--- config.mk ---
export PLATFORM = sky130hd
export DESIGN_NAME = clock_bus_ctrl
export DESIGN_NICKNAME = d
export VERILOG_FILES = /design/src/hw/clock_bus_pkg.sv /design/src/hw/clock_bus_ctrl.sv
export VERILOG_INCLUDE_DIRS = /design/src /design/src/hw
export SDC_FILE = /design/constraint.sdc
export NUM_CORES = 1
export LEC_CHECK = 0
export ABC_AREA = 1
export BUFFER_PORTS_ARGS = -buffer_cell sky130_fd_sc_hd__buf_4
export CORE_ASPECT_RATIO = 1.75
export CORE_MARGIN = 3
export CORE_UTILIZATION = 41
export DETAILED_ROUTE_END_ITERATION = 7
export SYNTH_ARGS = -nofsm -noshare
export SYNTH_HDL_FRONTEND = slang
export SYNTH_SLANG_ARGS = --single-unit
--- constraint.sdc ---
create_clock -name clk -period 1.85 [get_ports clk]
set_input_delay 0.0925 -clock clk [delete_from_list [all_inputs] [get_ports clk]]
set_output_delay 0.0925 -clock clk [all_outputs]
set_load 0.01 [all_outputs]
--- src/hw/clock_bus_params.svh ---
/*
 Constants for the clock, ready, reset and local bus control block.
 Assumes inclusion by its bare name from the design.
*/
`ifndef CLOCK_BUS_PARAMS_SVH
`define CLOCK_BUS_PARAMS_SVH

// Processor clocks reset_sync_out stays high after the request ends
`define RESET_HOLD_CLKS 3'h5
// Processor clocks the strobe and status pins are driven at reset before floating
`define RESET_DRIVE_CLKS 2'h1
// Passive cycle status, all lines high
`define STATUS_PASSIVE 3'h7
// Oscillator periods per processor clock period
`define OSC_DIVIDE 2

`endif

--- src/hw/clock_bus_pkg.sv ---
/*
 Types for the clock, ready, reset and local bus control block.
 Assumes the params header is on the include path.
*/
package clock_bus_pkg;

    typedef enum logic [2:0] {
        ST_IDLE,
        ST_T1,
        ST_T2,
        ST_T3,
        ST_TW,
        ST_T4,
        ST_FLOAT,
        ST_HOLD
    } bus_state_t;

endpackage

--- src/hw/clock_bus_ctrl.sv ---
/*
 Clock generator, ready synchronisation, reset synchroniser and local
 bus controller of the processor, on one fast clock clk.
 Assumes the oscillator is far slower than clk, pins are resolved
 from out/oe pairs by the surroundings, and the core side issues
 one bus cycle at a time through req_valid/req_taken.
*/
`timescale 1ns/1ps
`include "clock_bus_params.svh"

// Summary of operation
// - Processor clock is the oscillator divided by two, 50% duty.
// - Divider toggles on each falling edge of the oscillator input.
// - Processor clock is driven out; all bus timing follows it.
// - Async ready sampled mid T2, T3 and each wait until high.
// - Async ready waits half a processor clock before use.
// - Only rising async ready is synchronised; falls come synchronous.
// - Sync ready sampled at end of T3 and waits.
// - Reset out lasts the reset request plus five clocks after it ends.
// - Reset out may lag the request by the sync plus one clock.
// - Reset request restarts the processor and the divider.
// - Address latch strobe, read and write strobes time transfers.
// - No memory or I/O select output is provided.
// - Transceiver enable low during memory, I/O and acknowledge cycles.
// - One bus request and grant pair; outside logic arbitrates.
// - Granted away, strobes, status, lock, buses and direction float.
// - Request beats fetch and DMA; running DMA finishes first.
// - No grant inside a locked transfer sequence.
// - At reset enable and strobes driven high one clock, then float.
// - At reset status and lock driven high then float; buses float.
// - At reset address latch strobe low, never floated; grant low.
// - Read strobe held high during reset.
module clock_bus_ctrl (
    // System
    input wire logic clk,
    input wire logic rst_n,
    // Clock and reset pins
    input wire logic oscillator_input,
    input wire logic reset_request_n,
    output logic processor_clock_out,
    output logic reset_sync_out,
    // Ready pins
    input wire logic async_ready_in,
    input wire logic sync_ready_in,
    // Arbitration pins
    input wire logic bus_request_in,
    output logic bus_grant_out,
    // Strobes
    output logic address_latch_strobe,
    output logic read_strobe_n,
    output logic write_strobe_n,
    output logic transceiver_enable_n,
    output logic strobe_oe,
    // Status and lock
    output logic [2:0] cycle_status,
    output logic bus_lock_n,
    output logic status_oe,
    // Address, data and direction
    input wire logic [15:0] addr_data_in,
    output logic [15:0] addr_data_out,
    output logic addr_data_oe,
    output logic [3:0] upper_address,
    output logic high_byte_enable_n,
    output logic transfer_direction,
    output logic bus_oe,
    // Core side cycle request
    input wire logic req_valid,
    input wire logic req_write,
    input wire logic [2:0] req_status,
    input wire logic [19:0] req_addr,
    input wire logic [15:0] req_wdata,
    input wire logic req_bhe_n,
    input wire logic req_lock,
    input wire logic req_dma_more,
    output logic req_taken,
    output logic cyc_done,
    output logic [15:0] cyc_rdata
);

    clock_bus_pkg::bus_state_t state_reg;
    logic [1:0] osc_sync;
    logic [1:0] res_sync;
    logic [1:0] async_ready_in_sync;
    logic [1:0] sync_ready_in_sync;
    logic [1:0] hold_sync;
    logic [15:0] ad_sync1;
    logic [15:0] ad_sync2;
    logic osc_prev;
    logic pclk_reg;
    logic pc_rise;
    logic pc_fall;
    logic res_prev;
    logic res_edge;
    logic [2:0] rst_cnt_reg;
    logic [1:0] drive_cnt_reg;
    logic async_ready_in_reg;
    logic ready_now;
    logic write_reg;
    logic lock_reg;
    logic keep_reg;
    logic [2:0] status_reg;
    logic [19:0] addr_reg;
    logic [15:0] wdata_reg;
    logic bhe_reg;
    logic grant_ok;
    logic in_cycle;

    // Two-flop synchronisers for every pin input
    always_ff @(posedge clk or negedge rst_n) begin
        if (!rst_n) begin
            osc_sync <= 2'h0;
            res_sync <= 2'h3;
            async_ready_in_sync <= 2'h0;
            sync_ready_in_sync <= 2'h0;
            hold_sync <= 2'h0;
            ad_sync1 <= 16'h0000;
            ad_sync2 <= 16'h0000;
        end else begin
            osc_sync <= {osc_sync[0], oscillator_input};
            res_sync <= {res_sync[0], reset_request_n};
            async_ready_in_sync <= {async_ready_in_sync[0], async_ready_in};
            sync_ready_in_sync <= {sync_ready_in_sync[0], sync_ready_in};
            hold_sync <= {hold_sync[0], bus_request_in};
            ad_sync1 <= addr_data_in;
            ad_sync2 <= ad_sync1;
        end
    end

    // Edge history of synchronised oscillator and reset request
    always_ff @(posedge clk or negedge rst_n) begin
        if (!rst_n) begin
            osc_prev <= 1'b0;
            res_prev <= 1'b1;
        end else begin
            osc_prev <= osc_sync[1];
            res_prev <= res_sync[1];
        end
    end

    assign res_edge = res_prev && !res_sync[1];

    always_ff @(posedge clk or negedge rst_n) begin
        if (!rst_n) begin
            pclk_reg <= 1'b0;
        end else if (res_edge) begin
            pclk_reg <= 1'b0;
        end else if (osc_prev && !osc_sync[1]) begin
            pclk_reg <= !pclk_reg;
        end
    end

    assign pc_rise = osc_prev && !osc_sync[1] && !pclk_reg && !res_edge;
    assign pc_fall = osc_prev && !osc_sync[1] && pclk_reg && !res_edge;

    assign processor_clock_out = pclk_reg;

    // stretch reset out by five clocks
    // reset out within sync plus one clock
    always_ff @(posedge clk or negedge rst_n) begin
        if (!rst_n) begin
            reset_sync_out <= 1'b1;
            rst_cnt_reg <= `RESET_HOLD_CLKS;
        end else if (!res_sync[1]) begin
            rst_cnt_reg <= `RESET_HOLD_CLKS;
            if (pc_rise) begin
                reset_sync_out <= 1'b1;
            end
        end else if (pc_rise && reset_sync_out) begin
            if (rst_cnt_reg == 3'h1) begin
                reset_sync_out <= 1'b0;
            end
            rst_cnt_reg <= rst_cnt_reg - 3'h1;
        end
    end

    // drive high one clock then float
    always_ff @(posedge clk or negedge rst_n) begin
        if (!rst_n) begin
            drive_cnt_reg <= `RESET_DRIVE_CLKS;
        end else if (res_edge) begin
            drive_cnt_reg <= `RESET_DRIVE_CLKS;
        end else if (reset_sync_out && pc_rise && drive_cnt_reg != 2'h0) begin
            drive_cnt_reg <= drive_cnt_reg - 2'h1;
        end
    end

    // async ready mid T2, T3, wait
    // rising edge sticks until cycle end
    always_ff @(posedge clk or negedge rst_n) begin
        if (!rst_n) begin
            async_ready_in_reg <= 1'b0;
        end else if (state_reg == clock_bus_pkg::ST_T4) begin
            async_ready_in_reg <= 1'b0;
        end else if (pc_fall && !async_ready_in_reg && (state_reg == clock_bus_pkg::ST_T2
                || state_reg == clock_bus_pkg::ST_T3
                || state_reg == clock_bus_pkg::ST_TW)) begin
            async_ready_in_reg <= async_ready_in_sync[1];
        end
    end

    assign ready_now = async_ready_in_reg || sync_ready_in_sync[1];

    assign grant_ok = hold_sync[1] && !keep_reg;
    assign in_cycle = state_reg != clock_bus_pkg::ST_IDLE
        && state_reg != clock_bus_pkg::ST_FLOAT
        && state_reg != clock_bus_pkg::ST_HOLD;

    // Bus cycle sequencer on processor clock rising edges
    always_ff @(posedge clk or negedge rst_n) begin
        if (!rst_n) begin
            state_reg <= clock_bus_pkg::ST_IDLE;
        end else if (reset_sync_out) begin
            state_reg <= clock_bus_pkg::ST_IDLE;
        end else if (pc_rise) begin
            case (state_reg)
                clock_bus_pkg::ST_IDLE: begin
                    if (grant_ok) begin
                        state_reg <= clock_bus_pkg::ST_FLOAT;
                    end else if (req_valid) begin
                        state_reg <= clock_bus_pkg::ST_T1;
                    end
                end
                clock_bus_pkg::ST_T1: state_reg <= clock_bus_pkg::ST_T2;
                clock_bus_pkg::ST_T2: state_reg <= clock_bus_pkg::ST_T3;
                clock_bus_pkg::ST_T3,
                clock_bus_pkg::ST_TW: begin
                    if (ready_now) begin
                        state_reg <= clock_bus_pkg::ST_T4;
                    end else begin
                        state_reg <= clock_bus_pkg::ST_TW;
                    end
                end
                clock_bus_pkg::ST_T4: state_reg <= clock_bus_pkg::ST_IDLE;
                clock_bus_pkg::ST_FLOAT: state_reg <= clock_bus_pkg::ST_HOLD;
                clock_bus_pkg::ST_HOLD: begin
                    if (!hold_sync[1]) begin
                        state_reg <= clock_bus_pkg::ST_IDLE;
                    end
                end
                default: state_reg <= clock_bus_pkg::ST_IDLE;
            endcase
        end
    end

    assign req_taken = pc_rise && !reset_sync_out && !grant_ok && req_valid
        && state_reg == clock_bus_pkg::ST_IDLE;

    // Cycle attributes latched as the cycle starts
    always_ff @(posedge clk or negedge rst_n) begin
        if (!rst_n) begin
            write_reg <= 1'b0;
            lock_reg <= 1'b0;
            status_reg <= `STATUS_PASSIVE;
            addr_reg <= 20'h00000;
            wdata_reg <= 16'h0000;
            bhe_reg <= 1'b1;
        end else if (req_taken) begin
            write_reg <= req_write;
            lock_reg <= req_lock;
            status_reg <= req_status;
            addr_reg <= req_addr;
            wdata_reg <= req_wdata;
            bhe_reg <= req_bhe_n;
        end
    end

    // locked or DMA run blocks grant
    always_ff @(posedge clk or negedge rst_n) begin
        if (!rst_n) begin
            keep_reg <= 1'b0;
        end else if (reset_sync_out) begin
            keep_reg <= 1'b0;
        end else if (req_taken) begin
            keep_reg <= req_lock || req_dma_more;
        end
    end

    // Read data captured as the ready state ends
    always_ff @(posedge clk or negedge rst_n) begin
        if (!rst_n) begin
            cyc_rdata <= 16'h0000;
            cyc_done <= 1'b0;
        end else begin
            cyc_done <= pc_rise && state_reg == clock_bus_pkg::ST_T4;
            if (pc_rise && ready_now && !write_reg
                    && (state_reg == clock_bus_pkg::ST_T3
                    || state_reg == clock_bus_pkg::ST_TW)) begin
                cyc_rdata <= ad_sync2;
            end
        end
    end

    // latch strobe in first half of T1
    assign address_latch_strobe = !reset_sync_out && pclk_reg
        && state_reg == clock_bus_pkg::ST_T1;

    // strobes over T2, T3 and waits
    always_comb begin
        read_strobe_n = 1'b1;
        write_strobe_n = 1'b1;
        if (!reset_sync_out && (state_reg == clock_bus_pkg::ST_T2
                || state_reg == clock_bus_pkg::ST_T3
                || state_reg == clock_bus_pkg::ST_TW)) begin
            read_strobe_n = write_reg;
            write_strobe_n = !write_reg;
        end
    end

    // status is the only space hint
    assign transceiver_enable_n = reset_sync_out || !(in_cycle
        && state_reg != clock_bus_pkg::ST_T1);
    assign cycle_status = (!reset_sync_out && in_cycle
        && state_reg != clock_bus_pkg::ST_T4) ? status_reg : `STATUS_PASSIVE;
    assign bus_lock_n = reset_sync_out || !(in_cycle && lock_reg);

    assign transfer_direction = write_reg;

    always_comb begin
        strobe_oe = 1'b1;
        status_oe = 1'b1;
        bus_oe = 1'b1;
        if (reset_sync_out) begin
            strobe_oe = drive_cnt_reg != 2'h0;
            status_oe = drive_cnt_reg != 2'h0;
            bus_oe = 1'b0;
        end else if (state_reg == clock_bus_pkg::ST_FLOAT
                || state_reg == clock_bus_pkg::ST_HOLD) begin
            strobe_oe = 1'b0;
            status_oe = 1'b0;
            bus_oe = 1'b0;
        end
    end

    // Address in T1, write data until T4 ends
    always_comb begin
        addr_data_out = addr_reg[15:0];
        addr_data_oe = 1'b0;
        if (bus_oe && state_reg == clock_bus_pkg::ST_T1) begin
            addr_data_oe = 1'b1;
        end else if (bus_oe && write_reg && in_cycle) begin
            addr_data_out = wdata_reg;
            addr_data_oe = 1'b1;
        end
    end

    assign upper_address = addr_reg[19:16];
    assign high_byte_enable_n = bhe_reg;

    assign bus_grant_out = !reset_sync_out && state_reg == clock_bus_pkg::ST_HOLD;

endmodule

==> After elaboration in Yosys (flattened, before gate mapping) <==
Index checks and enable logic that the tools add are counted.
{ "totals": {"inputBits": 67, "output_inout_bits": 55, "word_cells": 136, "reg_bits": 115} }
{ "op_classes": {"reduce_logical": 63, "eq_ne": 16, "n_mux": 31, "add_sub_neg": 2} }
{ "ops": {"columns": ["cell", "count"], "rows": [
  ["$logic_and A1 B1 Y1", 32],
  ["$mux W16", 2],
  ["$mux W3", 8],
  ["$pmux W3 S7", 1],
  ["$mux W1", 18],
  ["$reduce_bool A2 Y1", 7],
  ["$eq A3 B3 Y1 const B", 4],
  ["$ne A3 B3 Y1 const B", 4],
  ["$logic_not A1 Y1", 11],
  ["$logic_or A1 B1 Y1", 8],
  ["$eq A3 B1 Y1 const B", 2],
  ["$eq A3 B2 Y1 const B", 2],
  ["$reduce_and A3 Y1", 2],
  ["$mux W2", 2],
  ["$ne A2 B1 Y1 const B", 2],
  ["$ne A4 B4 Y1 const B", 1],
  ["$logic_not A3 Y1", 1],
  ["$ne A3 B1 Y1 const B", 1],
  ["$reduce_bool A3 Y1", 1],
  ["$sub A3 B1 Y3 const B", 1],
  ["$reduce_or A2 Y1", 1],
  ["$sub A2 B1 Y2 const B", 1]
]} }

==> Logic depth before layout (Yosys ltp) <==
Gate-level depths: netlist of run 1.
{ "logic_depth": {"ltp_word": 10, "mapped_depth": 10, "depth_no_buf": 9} }

==> Worst setup path after synthesis of run 1 <==
No wires, ideal clock.
{ "synth_path": {"path_type": "flip-flop to flip-flop", "from": "reg res_sync[1]", "to": "reg cyc_rdata[10]", "path_stages_with_launch": 9, "arrival_ns": 1.379, "setup_time_ns": 0.117, "path_buffers": 1, "setup_slack_ns": 0.354, "t_required_ns": 1.733, "period_less_slack_ns": 1.496, "path_cell_list": "dfstp_2 inv_2 nand2_2 nand3_4 nor2_2 nand2_4 buf_6 nand2_1 nand2_1"} }
{ "synth_between": {"elab_chain_cells": 7} }
{ "synth_rtl": {"columns": ["item", "line", "text"], "rows": [
  ["start: declaration", "clock_bus_ctrl.sv:82", "logic [1:0] res_sync;"],
  ["start signal: assignment", "clock_bus_ctrl.sv:120", "res_sync <= {res_sync[0], reset_request_n};"],
  ["$logic_not A1 Y1", null, null],
  ["$logic_and A1 B1 Y1", "clock_bus_ctrl.sv:140", "assign res_edge = res_prev && !res_sync[1];"],
  ["$logic_not A1 Y1", "clock_bus_ctrl.sv:152", "assign pc_rise = osc_prev && !osc_sync[1] && !pclk_reg && !res_edge;"],
  ["$logic_and A1 B1 Y1", "clock_bus_ctrl.sv:152", null],
  ["$logic_and A1 B1 Y1 (2 in series)", "clock_bus_ctrl.sv:285", "if (pc_rise && ready_now && !write_reg"],
  ["$logic_and A1 B1 Y1", "clock_bus_ctrl.sv:286", "&& (state_reg == clock_bus_pkg::ST_T3"],
  ["end signal: assignment", "clock_bus_ctrl.sv:288", "cyc_rdata <= ad_sync2;"],
  ["end: declaration", "clock_bus_ctrl.sv:77", "output logic [15:0] cyc_rdata"]
]} }
No other way between the ends.
A chain may end at the register's enable or synchronous reset.

==> Worst setup path in the final report of run 1 <==
{ "layout_path": {"from": "reg reset_sync_out", "to": "out addr_data_out[11]"} }
{ "layout_between": {"elab_chain_cells": 5} }
{ "layout_rtl": {"columns": ["item", "line", "text"], "rows": [
  ["start: declaration", "clock_bus_ctrl.sv:41", "output logic reset_sync_out,"],
  ["start signal: assignment", "clock_bus_ctrl.sv:161", "reset_sync_out <= 1'b1;"],
  ["start signal: assignment", "clock_bus_ctrl.sv:166", "reset_sync_out <= 1'b1;"],
  ["start signal: assignment", "clock_bus_ctrl.sv:170", "reset_sync_out <= 1'b0;"],
  ["$mux W1 (*)", "clock_bus_ctrl.sv:322", "if (reset_sync_out) begin"],
  ["$logic_and A1 B1 Y1 (2 in series)", "clock_bus_ctrl.sv:340", "end else if (bus_oe && write_reg && in_cycle) begin"],
  ["$mux W16", "clock_bus_ctrl.sv:340", null],
  ["$mux W16 (*)", "clock_bus_ctrl.sv:338", "if (bus_oe && state_reg == clock_bus_pkg::ST_T1) begin"],
  ["end: declaration", "clock_bus_ctrl.sv:60", "output logic [15:0] addr_data_out,"]
]} }
Mark *: on every way between the ends. The rest lies on a longest branch, timed or not.

==> results.sh, run 1 <==
export IMPL_r2r_end="cyc_rdata[11]"
export IMPL_wire_per_inst_um=14.69
export IMPL_detail_route_first_pass_iterations=4
export IMPL_grt_pass1_wl_um=20060
export IMPL_async_flop_share=1.000
export IMPL_syn_nets=550
export IMPL_finalNonFillerCells=839
export IMPL_vdd_ir_drop_worst_uv=774.0
export IMPL_numCtsBuffers=17
export IMPL_fmax_mhz=523.8
export IMPL_ant_nets=0
export IMPL_synth_top_area_share=0.5719
export IMPL_dieArea_mm2=0.01245
export IMPL_synthTopCellsByArea="dfrtp_1 (57%), nand2_1 (18%), dfstp_2 (6.4%)"
export IMPL_dpl_cell_area_mm2=0.005558
export IMPL_wirelength_um=12320
export IMPL_regToRegStartpoint="res_sync[1]"
export IMPL_overflow=0
export IMPL_setup_tns_final_ns=-0.4576
export IMPL_slew_limit_headroom=0.6693
export IMPL_antenna_cells=0
export IMPL_insertion_delay_ns=0.40
export IMPL_synthFlopType="dfrtp_1"
export IMPL_skew_ns=0.006194
export IMPL_rsz0062_at_grt="yes"
export IMPL_routed_via_count=3913
export IMPL_seq_area_frac_synth=0.6354
export IMPL_clockBufferDepth=2
export IMPL_p_leak_nw=3.771
export IMPL_drtIter0Drc=187
export IMPL_r2r_worst_path_cells=8
export IMPL_critPathMaxFanout=5
export IMPL_synth_edff_count=0
export IMPL_hold_viol=0
export IMPL_ioPinCount=122
export IMPL_syn_inst=480
export IMPL_setup_slack_ns=-0.05911
export IMPL_synth_commonest_cells="nand2_1 (219), dfrtp_1 (104), nand3_1 (42)"
export IMPL_powerDensity_mw_per_mm2=1216
export IMPL_path_clk_slew_ns=0.06
export IMPL_cts_sinks=115
export IMPL_yosysMostFrequentCell="nand2_1"
export IMPL_period_share=1.032
export IMPL_htreeDepth=4
export IMPL_path_class="reg -> out"
export IMPL_critPathLaunchType="flop"
export IMPL_dp_cells=719
export IMPL_outcome="complete, but fails checks"
export IMPL_drc_errors=0
export IMPL_via_per_inst=4.664
export IMPL_rrSetupSlack_ns=0.06
export IMPL_antenna_found_initial=0
export IMPL_ys_ff_latch=115
export IMPL_avgSynthCellArea_um2=9.480
export IMPL_hold_path_cell_count=6
export IMPL_areaGrowthSynthToFinish_pct=59.42
export IMPL_cts_tree="done"
export IMPL_cap_viol_max_count=0
export IMPL_ys_types=26
export IMPL_dp_hpwl_um=7726
export IMPL_core_mm2=0.01076
export IMPL_largest_reg_flops=20
export IMPL_numPortBuffers=121
export IMPL_nets=766
export IMPL_cp_required_ns=1.76
export IMPL_synth_top_cell_by_area="dfrtp_1"
export IMPL_layout_min_cycle_time_ns=1.909
export IMPL_p_total_mw=8.821
export IMPL_cp_arrival_ns=1.82
export IMPL_hold_start="req_valid"
export IMPL_worst_pin_slew_ns=0.4960
export IMPL_finalInstanceArea_mm2=0.007254
export IMPL_syn_area_mm2=0.004551
export IMPL_drv_slew=0
export IMPL_drive_gt1_frac=0.3456
export IMPL_rows=50
export IMPL_first_global_vias=4200
export IMPL_cts_root_buf="clkbuf_16"
export IMPL_gp_congestion=0.8890
export IMPL_setup_viol=17
export IMPL_grt_max_degree=58
export IMPL_yosysWarnings=0
export IMPL_start_util=0.4229
export IMPL_min_path_type="in -> reg"
export IMPL_endpoint_kind="output port"
export IMPL_min_delay_worst_endpoint="state_reg[2]"
export IMPL_die_x_um=85.64
export IMPL_grtUsageTotal=0.2061
export IMPL_violations="setup timing"
export IMPL_die_y_um=145.4
==> through the flow <==
| step | worst slack [ns] | utilization | hold WS (ns) |
|---|---|---|---|
| 2_1_floorplan | 0.3544 | - | -0.2031 |
| 3_3_place_gp | 0.1966 | 0.5165 | 0.08775 |
| 3_5_place_dp | 0.1916 | 0.5165 | 0.09337 |
| 4_1_cts | -0.09304 | 0.6564 | 0.1700 |
| 5_1_grt | -0.1525 | 0.6742 | 0.2348 |
| 6_report | -0.05911 | 0.6742 | 0.1956 |
==> repair_timing <==
item,CTS,global route
pin swaps,9,8
buffers inserted,9,10
endpoints found under the setup margin,17,33
hold buffers,65,0
gates resized for setup,33,26
hold endpoints to repair,99,0
cloned,3,1
==> cells by family (layout without fill, tap and decap cells) <==
logic type | after synthesis | after routing | synth area share
buf+inv | 51 | 280 | 0.05994
fa+ha+maj | 3 | 3 | 0.008249
simple gates | 292 | 292 | 0.2741
flops | 115 | 115 | 0.6354
compound gates | 19 | 19 | 0.02227
==> placed cells by master (no fill, tap or decap), types with 5 or more instances in the layout <==
| cell | count |
|---|---|
| nand2_1 | 209 |
| inv_1 | 23 |
| o21ai_0 | 13 |
| nor2_1 | 10 |
| clkinv_4 | 6 |
| dfrtp_1 | 101 |
| buf_4 | 134 |
| nand3_2 | 9 |
| buf_6 | 13 |
| clkbuf_16 | 18 |
| dfstp_2 | 11 |
| nand3_4 | 5 |
| nand3_1 | 32 |
| dlygate4sd3_1 | 65 |
| nand2_2 | 11 |
==> area by class of cell <==
| class | count | area [µm²] |
|---|---|---|
| Fill cell | 830 | 3506 |
| Sequential cell | 115 | 2895 |
| Timing Repair Buffer | 219 | 1968 |
| Multi-Input combinational cell | 314 | 1526 |
| Clock buffer | 18 | 439.2 |
| Tap cell | 130 | 162.7 |
| Clock inverter | 14 | 145.1 |
| Inverter | 29 | 117.6 |
==> metal layers <==
| metal | track usage | wire (µm) | vias up |
|---|---|---|---|
| li1 | - | - | 1921 |
| met1 | 0.2373 | 4803 | 1866 |
| met2 | 0.3579 | 6741 | 112 |
| met3 | 0.05722 | 572 | 14 |
| met4 | 0.07924 | 205 | 0 |
| met5 | 0 | 0 | - |
==> worst max-delay path: stages (launching register included) <==
cell,delay [ns]
dfstp_2,0.59
clkinvlp_4,0.15
nand3_4,0.20
buf_6,0.16
nand3_2,0.07
nand2_1,0.10
buf_4,0.14
==> worst max path at each step <==
stage | to | cells past startpoint | slack (ns) | from
2_1_floorplan | addr_data_out[10] | 8 | 0.35 | state_reg[1]
3_3_place_gp | addr_data_out[0] | 6 | 0.20 | reset_sync_out
3_5_place_dp | req_taken | 8 | 0.19 | res_sync[1]
4_1_cts | addr_data_out[12] | 7 | -0.09 | state_reg[1]
5_1_grt | addr_data_out[11] | 6 | -0.15 | reset_sync_out
6_report | addr_data_out[11] | 6 | -0.06 | reset_sync_out
==> report_power, final <==
part           switching [mW]  internal, mW
Sequential              0.354          3.10
Clock                    1.24          1.93
Combinational            1.11          1.09
Total                    2.70          6.12
Power figures use the tool's default switching activity.
==> run 2, diff against run 1 <==
--- a/config.mk
+++ b/config.mk
@@ -13,4 +13,5 @@
 export CORE_UTILIZATION = 41
 export DETAILED_ROUTE_END_ITERATION = 7
+export PLACE_DENSITY_LB_ADDON = 0.1
 export SYNTH_ARGS = -nofsm -noshare
 export SYNTH_HDL_FRONTEND = slang
==> constraint.sdc (replaced) <==
create_clock -name clk -period 1.85 [get_ports clk]
set_input_delay 0.185 -clock clk [delete_from_list [all_inputs] [get_ports clk]]
set_output_delay 0.185 -clock clk [all_outputs]
set_load 0.01 [all_outputs]
==> results.sh, run 2 (synthesized netlist as in run 1, its figures left out) <==
export IMPL_setup_tns_final_ns=-2.153
export IMPL_htreeDepth=4
export IMPL_dp_cells=724
export IMPL_cp_required_ns=1.66
export IMPL_critPathBufInv=3
export IMPL_cpLargestDelayFamily="flip-flops"
export IMPL_layout_min_cycle_time_ns=1.981
export IMPL_numPortBuffers=121
export IMPL_path_clk_slew_ns=0.05
export IMPL_ant_nets=0
export IMPL_slew_limit_headroom=0.6243
export IMPL_final_common_cell="nand2_1"
export IMPL_fmax_mhz=504.9
export IMPL_start_util=0.4229
export IMPL_dp_slack_ns=0.1729
export IMPL_wirelength_um=11960
export IMPL_endpoint_kind="output port"
export IMPL_path_class="reg -> out"
export IMPL_powerDensity_mw_per_mm2=1220
export IMPL_finalInstanceArea_mm2=0.007366
export IMPL_clockBufferDepth=2
export IMPL_routed_wl_met2_um=6464
export IMPL_vdd_ir_drop_worst_uv=917.6
export IMPL_antenna_found_initial=0
export IMPL_detail_route_first_pass_iterations=5
export IMPL_fill_cells=861
export IMPL_overflow=0
export IMPL_core_mm2=0.01076
export IMPL_crit_slowest_cell="dfrtp_2"
export IMPL_antenna_cells=0
export IMPL_setup_slack_ns=-0.1307
export IMPL_drtIter0Drc=147
export IMPL_die_y_um=145.4
export IMPL_violations="setup timing"
export IMPL_cp_arrival_ns=1.80
export IMPL_first_global_vias=4124
export IMPL_crit_chain="a21oi_4, nand2_4, buf_4, buf_6, nor2_4, nand2_1, buf_4"
export IMPL_hold_viol=0
export IMPL_dpl_cell_area_mm2=0.005633
export IMPL_cap_viol_max_count=0
export IMPL_numCtsBuffers=17
export IMPL_grt_max_degree=43
export IMPL_setup_viol=20
export IMPL_wl_met1_um=4709
export IMPL_cpPeakStageDelay_ns=0.47
export IMPL_wl_met3_um=587
export IMPL_rows=50
export IMPL_dp_hpwl_um=7636
export IMPL_finalNonFillerCells=842
export IMPL_rrSetupSlack_ns=0.17
export IMPL_drive_gt1_frac=0.3792
export IMPL_grt_pass1_wl_um=19610
export IMPL_p_leak_nw=3.802
export IMPL_cts_sinks=115
export IMPL_die_x_um=85.64
export IMPL_wire_per_inst_um=14.21
export IMPL_dieArea_mm2=0.01245
export IMPL_grtUsageTotal=0.2011
export IMPL_nets=769
export IMPL_min_path_type="in -> reg"
export IMPL_cts_root_buf="clkbuf_16"
export IMPL_routed_via_count=3929
export IMPL_critPathMaxFanout=5
export IMPL_rsz0062_at_grt="yes"
export IMPL_critPathLaunchType="flop"
export IMPL_drc_errors=0
export IMPL_ioPinCount=122
export IMPL_dr_max_layer_used="met4"
export IMPL_period_share=1.071
export IMPL_outcome="complete, but fails checks"
export IMPL_areaGrowthSynthToFinish_pct=61.86
export IMPL_gp_congestion=0.7902
export IMPL_insertion_delay_ns=0.40
export IMPL_via_per_inst=4.666
export IMPL_skew_ns=0.007508
export IMPL_largest_reg_flops=20
export IMPL_cts_tree="done"
export IMPL_layout_common_cells="nand2_1 (196), buf_4 (128), dfrtp_1 (101), dlygate4sd3_1 (63), nand3_1 (28)"
export IMPL_drv_slew=0
export IMPL_timing_hold_ws_ns=0.03056
export IMPL_cpMostUsedCell="buf_4"
export IMPL_worst_pin_slew_ns=0.5636
==> run 2: timing repair <==
item	CTS	global route
endpoints found under the hold margin	91	0
setup endpoints to repair	24	26
gates resized for setup	48	45
gates cloned	3	0
hold buffers	63	0
buffers inserted	16	7
pin swaps	1	15
==> run 2: layout make-up <==
class / count / area [µm²] / area share
Clock inverter: 15 / 160.2 / 0.02174
Timing Repair Buffer: 221 / 1989 / 0.2701
Tap cell: 130 / 162.7 / 0.02208
Sequential cell: 115 / 2895 / 0.3931
Inverter: 29 / 117.6 / 0.01597
Clock buffer: 17 / 425.4 / 0.05775
Multi-Input combinational cell: 315 / 1615 / 0.2193
==> run 2: power breakdown <==
group / switching (mW) / total, mW / internal, mW
clock: 1.17 / 3.15 / 1.99
combinational: 1.17 / 2.38 / 1.20
sequential: 0.350 / 3.45 / 3.10
==> run 2: stage by stage <==
| stage | power [mW] | util |
|---|---|---|
| after floorplan | 4.434 | - |
| after global placement | 5.268 | 0.5235 |
| after detailed placement | 5.304 | 0.5235 |
| after CTS | 8.891 | 0.6699 |
| after global routing | 9.508 | 0.6845 |
| final | 8.985 | 0.6845 |
==> run 2: layer usage <==
layer | vias to the layer above | GRT usage
li1 | 1923 | -
met5 | - | 0
met2 | 108 | 0.3509
met4 | 0 | 0.08320
met1 | 1882 | 0.2269
met3 | 16 | 0.05609
==> run 2: final timing paths <==
| kind | start | end | cells after the start |
|---|---|---|---|
| hold / removal | req_lock | lock_reg | 3 |
| setup / recovery | state_reg[1] | cycle_status[1] | 7 |
| min in group asynchronous | rst_n | cyc_rdata[6] | 2 |
| setup reg to reg | state_reg[2] | keep_reg | 11 |
| hold reg to reg | ad_sync1[3] | ad_sync2[3] | 0 |
| max in group asynchronous | rst_n | rst_cnt_reg[0] | 3 |
==> run 2: tightest hold or removal path: stages <==
cell and delay [ns]:
buf_4 0.09, o21ai_0 0.07, inv_1 0.05
==> run 3, diff against run 2 <==
CORE_UTILIZATION = 52   (was 41)
PLACE_DENSITY_LB_ADDON = 0.3   (was 0.1)
==> results.sh, run 3 (synthesized netlist as in run 1, its figures left out) <==
export IMPL_cp_arrival_ns=2.01
export IMPL_dpl_cell_area_mm2=0.005584
export IMPL_cts_tree="done"
export IMPL_drive_gt1_frac=0.3672
export IMPL_finalNonFillerCells=823
export IMPL_powerDensity_mw_per_mm2=1338
export IMPL_worst_pin_slew_ns=0.3787
export IMPL_clockBufferDepth=2
export IMPL_detail_route_first_pass_iterations=5
export IMPL_setup_viol=35
export IMPL_cp_required_ns=1.66
export IMPL_timing_hold_ws_ns=0.003047
export IMPL_rsz0062_at_grt="yes"
export IMPL_largest_reg_flops=20
export IMPL_cpPeakStageDelay_ns=0.49
export IMPL_endpoint_kind="output port"
export IMPL_crit_chain="inv_2, nand2_4, inv_2, nand3_4, buf_12, buf_16, nand3_1, nand2_1, buf_6"
export IMPL_dp_cells=705
export IMPL_core_mm2=0.008423
export IMPL_gp_congestion=0.8400
export IMPL_seq_area_mm2=0.002895
export IMPL_ant_nets=0
export IMPL_p_leak_nw=3.848
export IMPL_period_share=1.187
export IMPL_drtIter0Drc=527
export IMPL_numPortBuffers=121
export IMPL_cts_sinks=115
export IMPL_dp_hpwl_um=7316
export IMPL_min_delay_worst_endpoint="status_reg[1]"
export IMPL_die_y_um=129.8
export IMPL_cts_root_buf="clkbuf_16"
export IMPL_crit_slowest_cell="dfrtp_2"
export IMPL_vdd_ir_drop_worst_uv=981.0
export IMPL_start_util=0.5403
export IMPL_htreeDepth=4
export IMPL_hold_start="req_status[1]"
export IMPL_routed_via_count=4733
export IMPL_dieArea_mm2=0.009954
export IMPL_setup_slack_ns=-0.3468
export IMPL_ioPinCount=122
export IMPL_hold_viol=0
export IMPL_finalInstanceArea_mm2=0.007360
export IMPL_critPathLaunchType="flop"
export IMPL_first_global_vias=4676
export IMPL_r2r_worst_path_cells=10
export IMPL_path_class="reg -> out"
export IMPL_min_path_type="in -> reg"
export IMPL_r2r_end="addr_reg[7]"
export IMPL_layout_common_cells="nand2_1 (194), buf_4 (127), dfrtp_1 (101), dlygate4sd3_1 (61), nand3_1 (36)"
export IMPL_drc_errors=0
export IMPL_fill_cells=352
export IMPL_slew_limit_headroom=0.7466
export IMPL_grt_pass1_wl_um=23880
export IMPL_overflow=0
export IMPL_antenna_found_initial=0
export IMPL_final_common_cell="nand2_1"
export IMPL_outcome="complete, but fails checks"
export IMPL_grt_max_degree=60
export IMPL_numCtsBuffers=17
export IMPL_nets=766
export IMPL_rows=44
export IMPL_violations="setup timing"
export IMPL_path_clk_slew_ns=0.05
export IMPL_areaGrowthSynthToFinish_pct=61.73
export IMPL_fmax_mhz=455.2
export IMPL_hold_path_cell_count=3
export IMPL_wire_per_inst_um=22.83
export IMPL_layout_min_cycle_time_ns=2.197
export IMPL_insertion_delay_ns=0.43
export IMPL_die_x_um=76.72
export IMPL_wirelength_um=18790
export IMPL_critPathMaxFanout=6
export IMPL_cap_viol_max_count=0
export IMPL_cpMostUsedCell="inv_2"
export IMPL_via_per_inst=5.751
export IMPL_antenna_cells=0
export IMPL_skew_ns=0.007833
export IMPL_multi_input_area_mm2=0.001602
export IMPL_regToRegStartpoint="state_reg[2]"
export IMPL_setup_tns_final_ns=-6.058
export IMPL_drv_slew=0
export IMPL_grtUsageTotal=0.3199
export IMPL_rrSetupSlack_ns=-0.05
[run 3: layout make-up]
class / count / share of cell area
Clock buffer: 21 / 0.06392
Clock inverter: 10 / 0.02108
Inverter: 29 / 0.01547
Multi-Input combinational cell: 315 / 0.2176
Sequential cell: 115 / 0.3934
Tap cell: 115 / 0.01955
Timing Repair Buffer: 218 / 0.2690
[run 3: metal layers]
metal	up-vias	GRT usage	part of all wire
li1	1921	-	-
met5	-	0	0
met4	0	0.1996	0.079
met3	132	0.07666	0.078
met1	2279	0.3131	0.32
met2	401	0.5992	0.52
[run 3: how the worst max path moves through the flow]
stage,from,endpoint,slack [ns],depth (start not counted)
2_1_floorplan,state_reg[1],addr_data_out[10],0.26,8
3_3_place_gp,state_reg[1],addr_data_out[2],0.14,8
3_5_place_dp,res_sync[1],addr_reg[17],0.11,9
4_1_cts,state_reg[1],addr_data_out[10],-0.17,8
5_1_grt,state_reg[2],addr_data_out[8],-0.37,8
6_report,state_reg[1],addr_data_out[5],-0.35,9
[run 3: power by group]
group / total (mW) / switching, mW / internal (mW)
logic: 2.69 / 1.50 / 1.19
clock network: 3.56 / 1.22 / 2.34
registers: 3.60 / 0.490 / 3.11
[run 3: critical path: cells and delay by family (launching register included)]
| family | cells | cell delay [ns] |
|---|---|---|
| flip-flops | 1 | 0.49 |
| AND/OR/NAND/NOR | 4 | 0.44 |
| buffers and inverters | 5 | 0.65 |
[run 3: what timing repair did]
action,4_1_cts,5_1_grt
cloned,3,0
pin swaps,10,20
hold buffers,61,0
resized for setup,34,52
buffers inserted,15,10
endpoints found under the setup margin,22,58
hold endpoints to repair,164,0
[run 3: stage by stage]
stage,worst slack [ns],utilization,power [mW]
2_1_floorplan,0.2619,-,4.434
3_3_place_gp,0.1414,0.6630,5.236
3_5_place_dp,0.1064,0.6630,5.304
4_1_cts,-0.1732,0.8469,9.097
5_1_grt,-0.3709,0.8737,10.12
6_report,-0.3468,0.8737,9.844
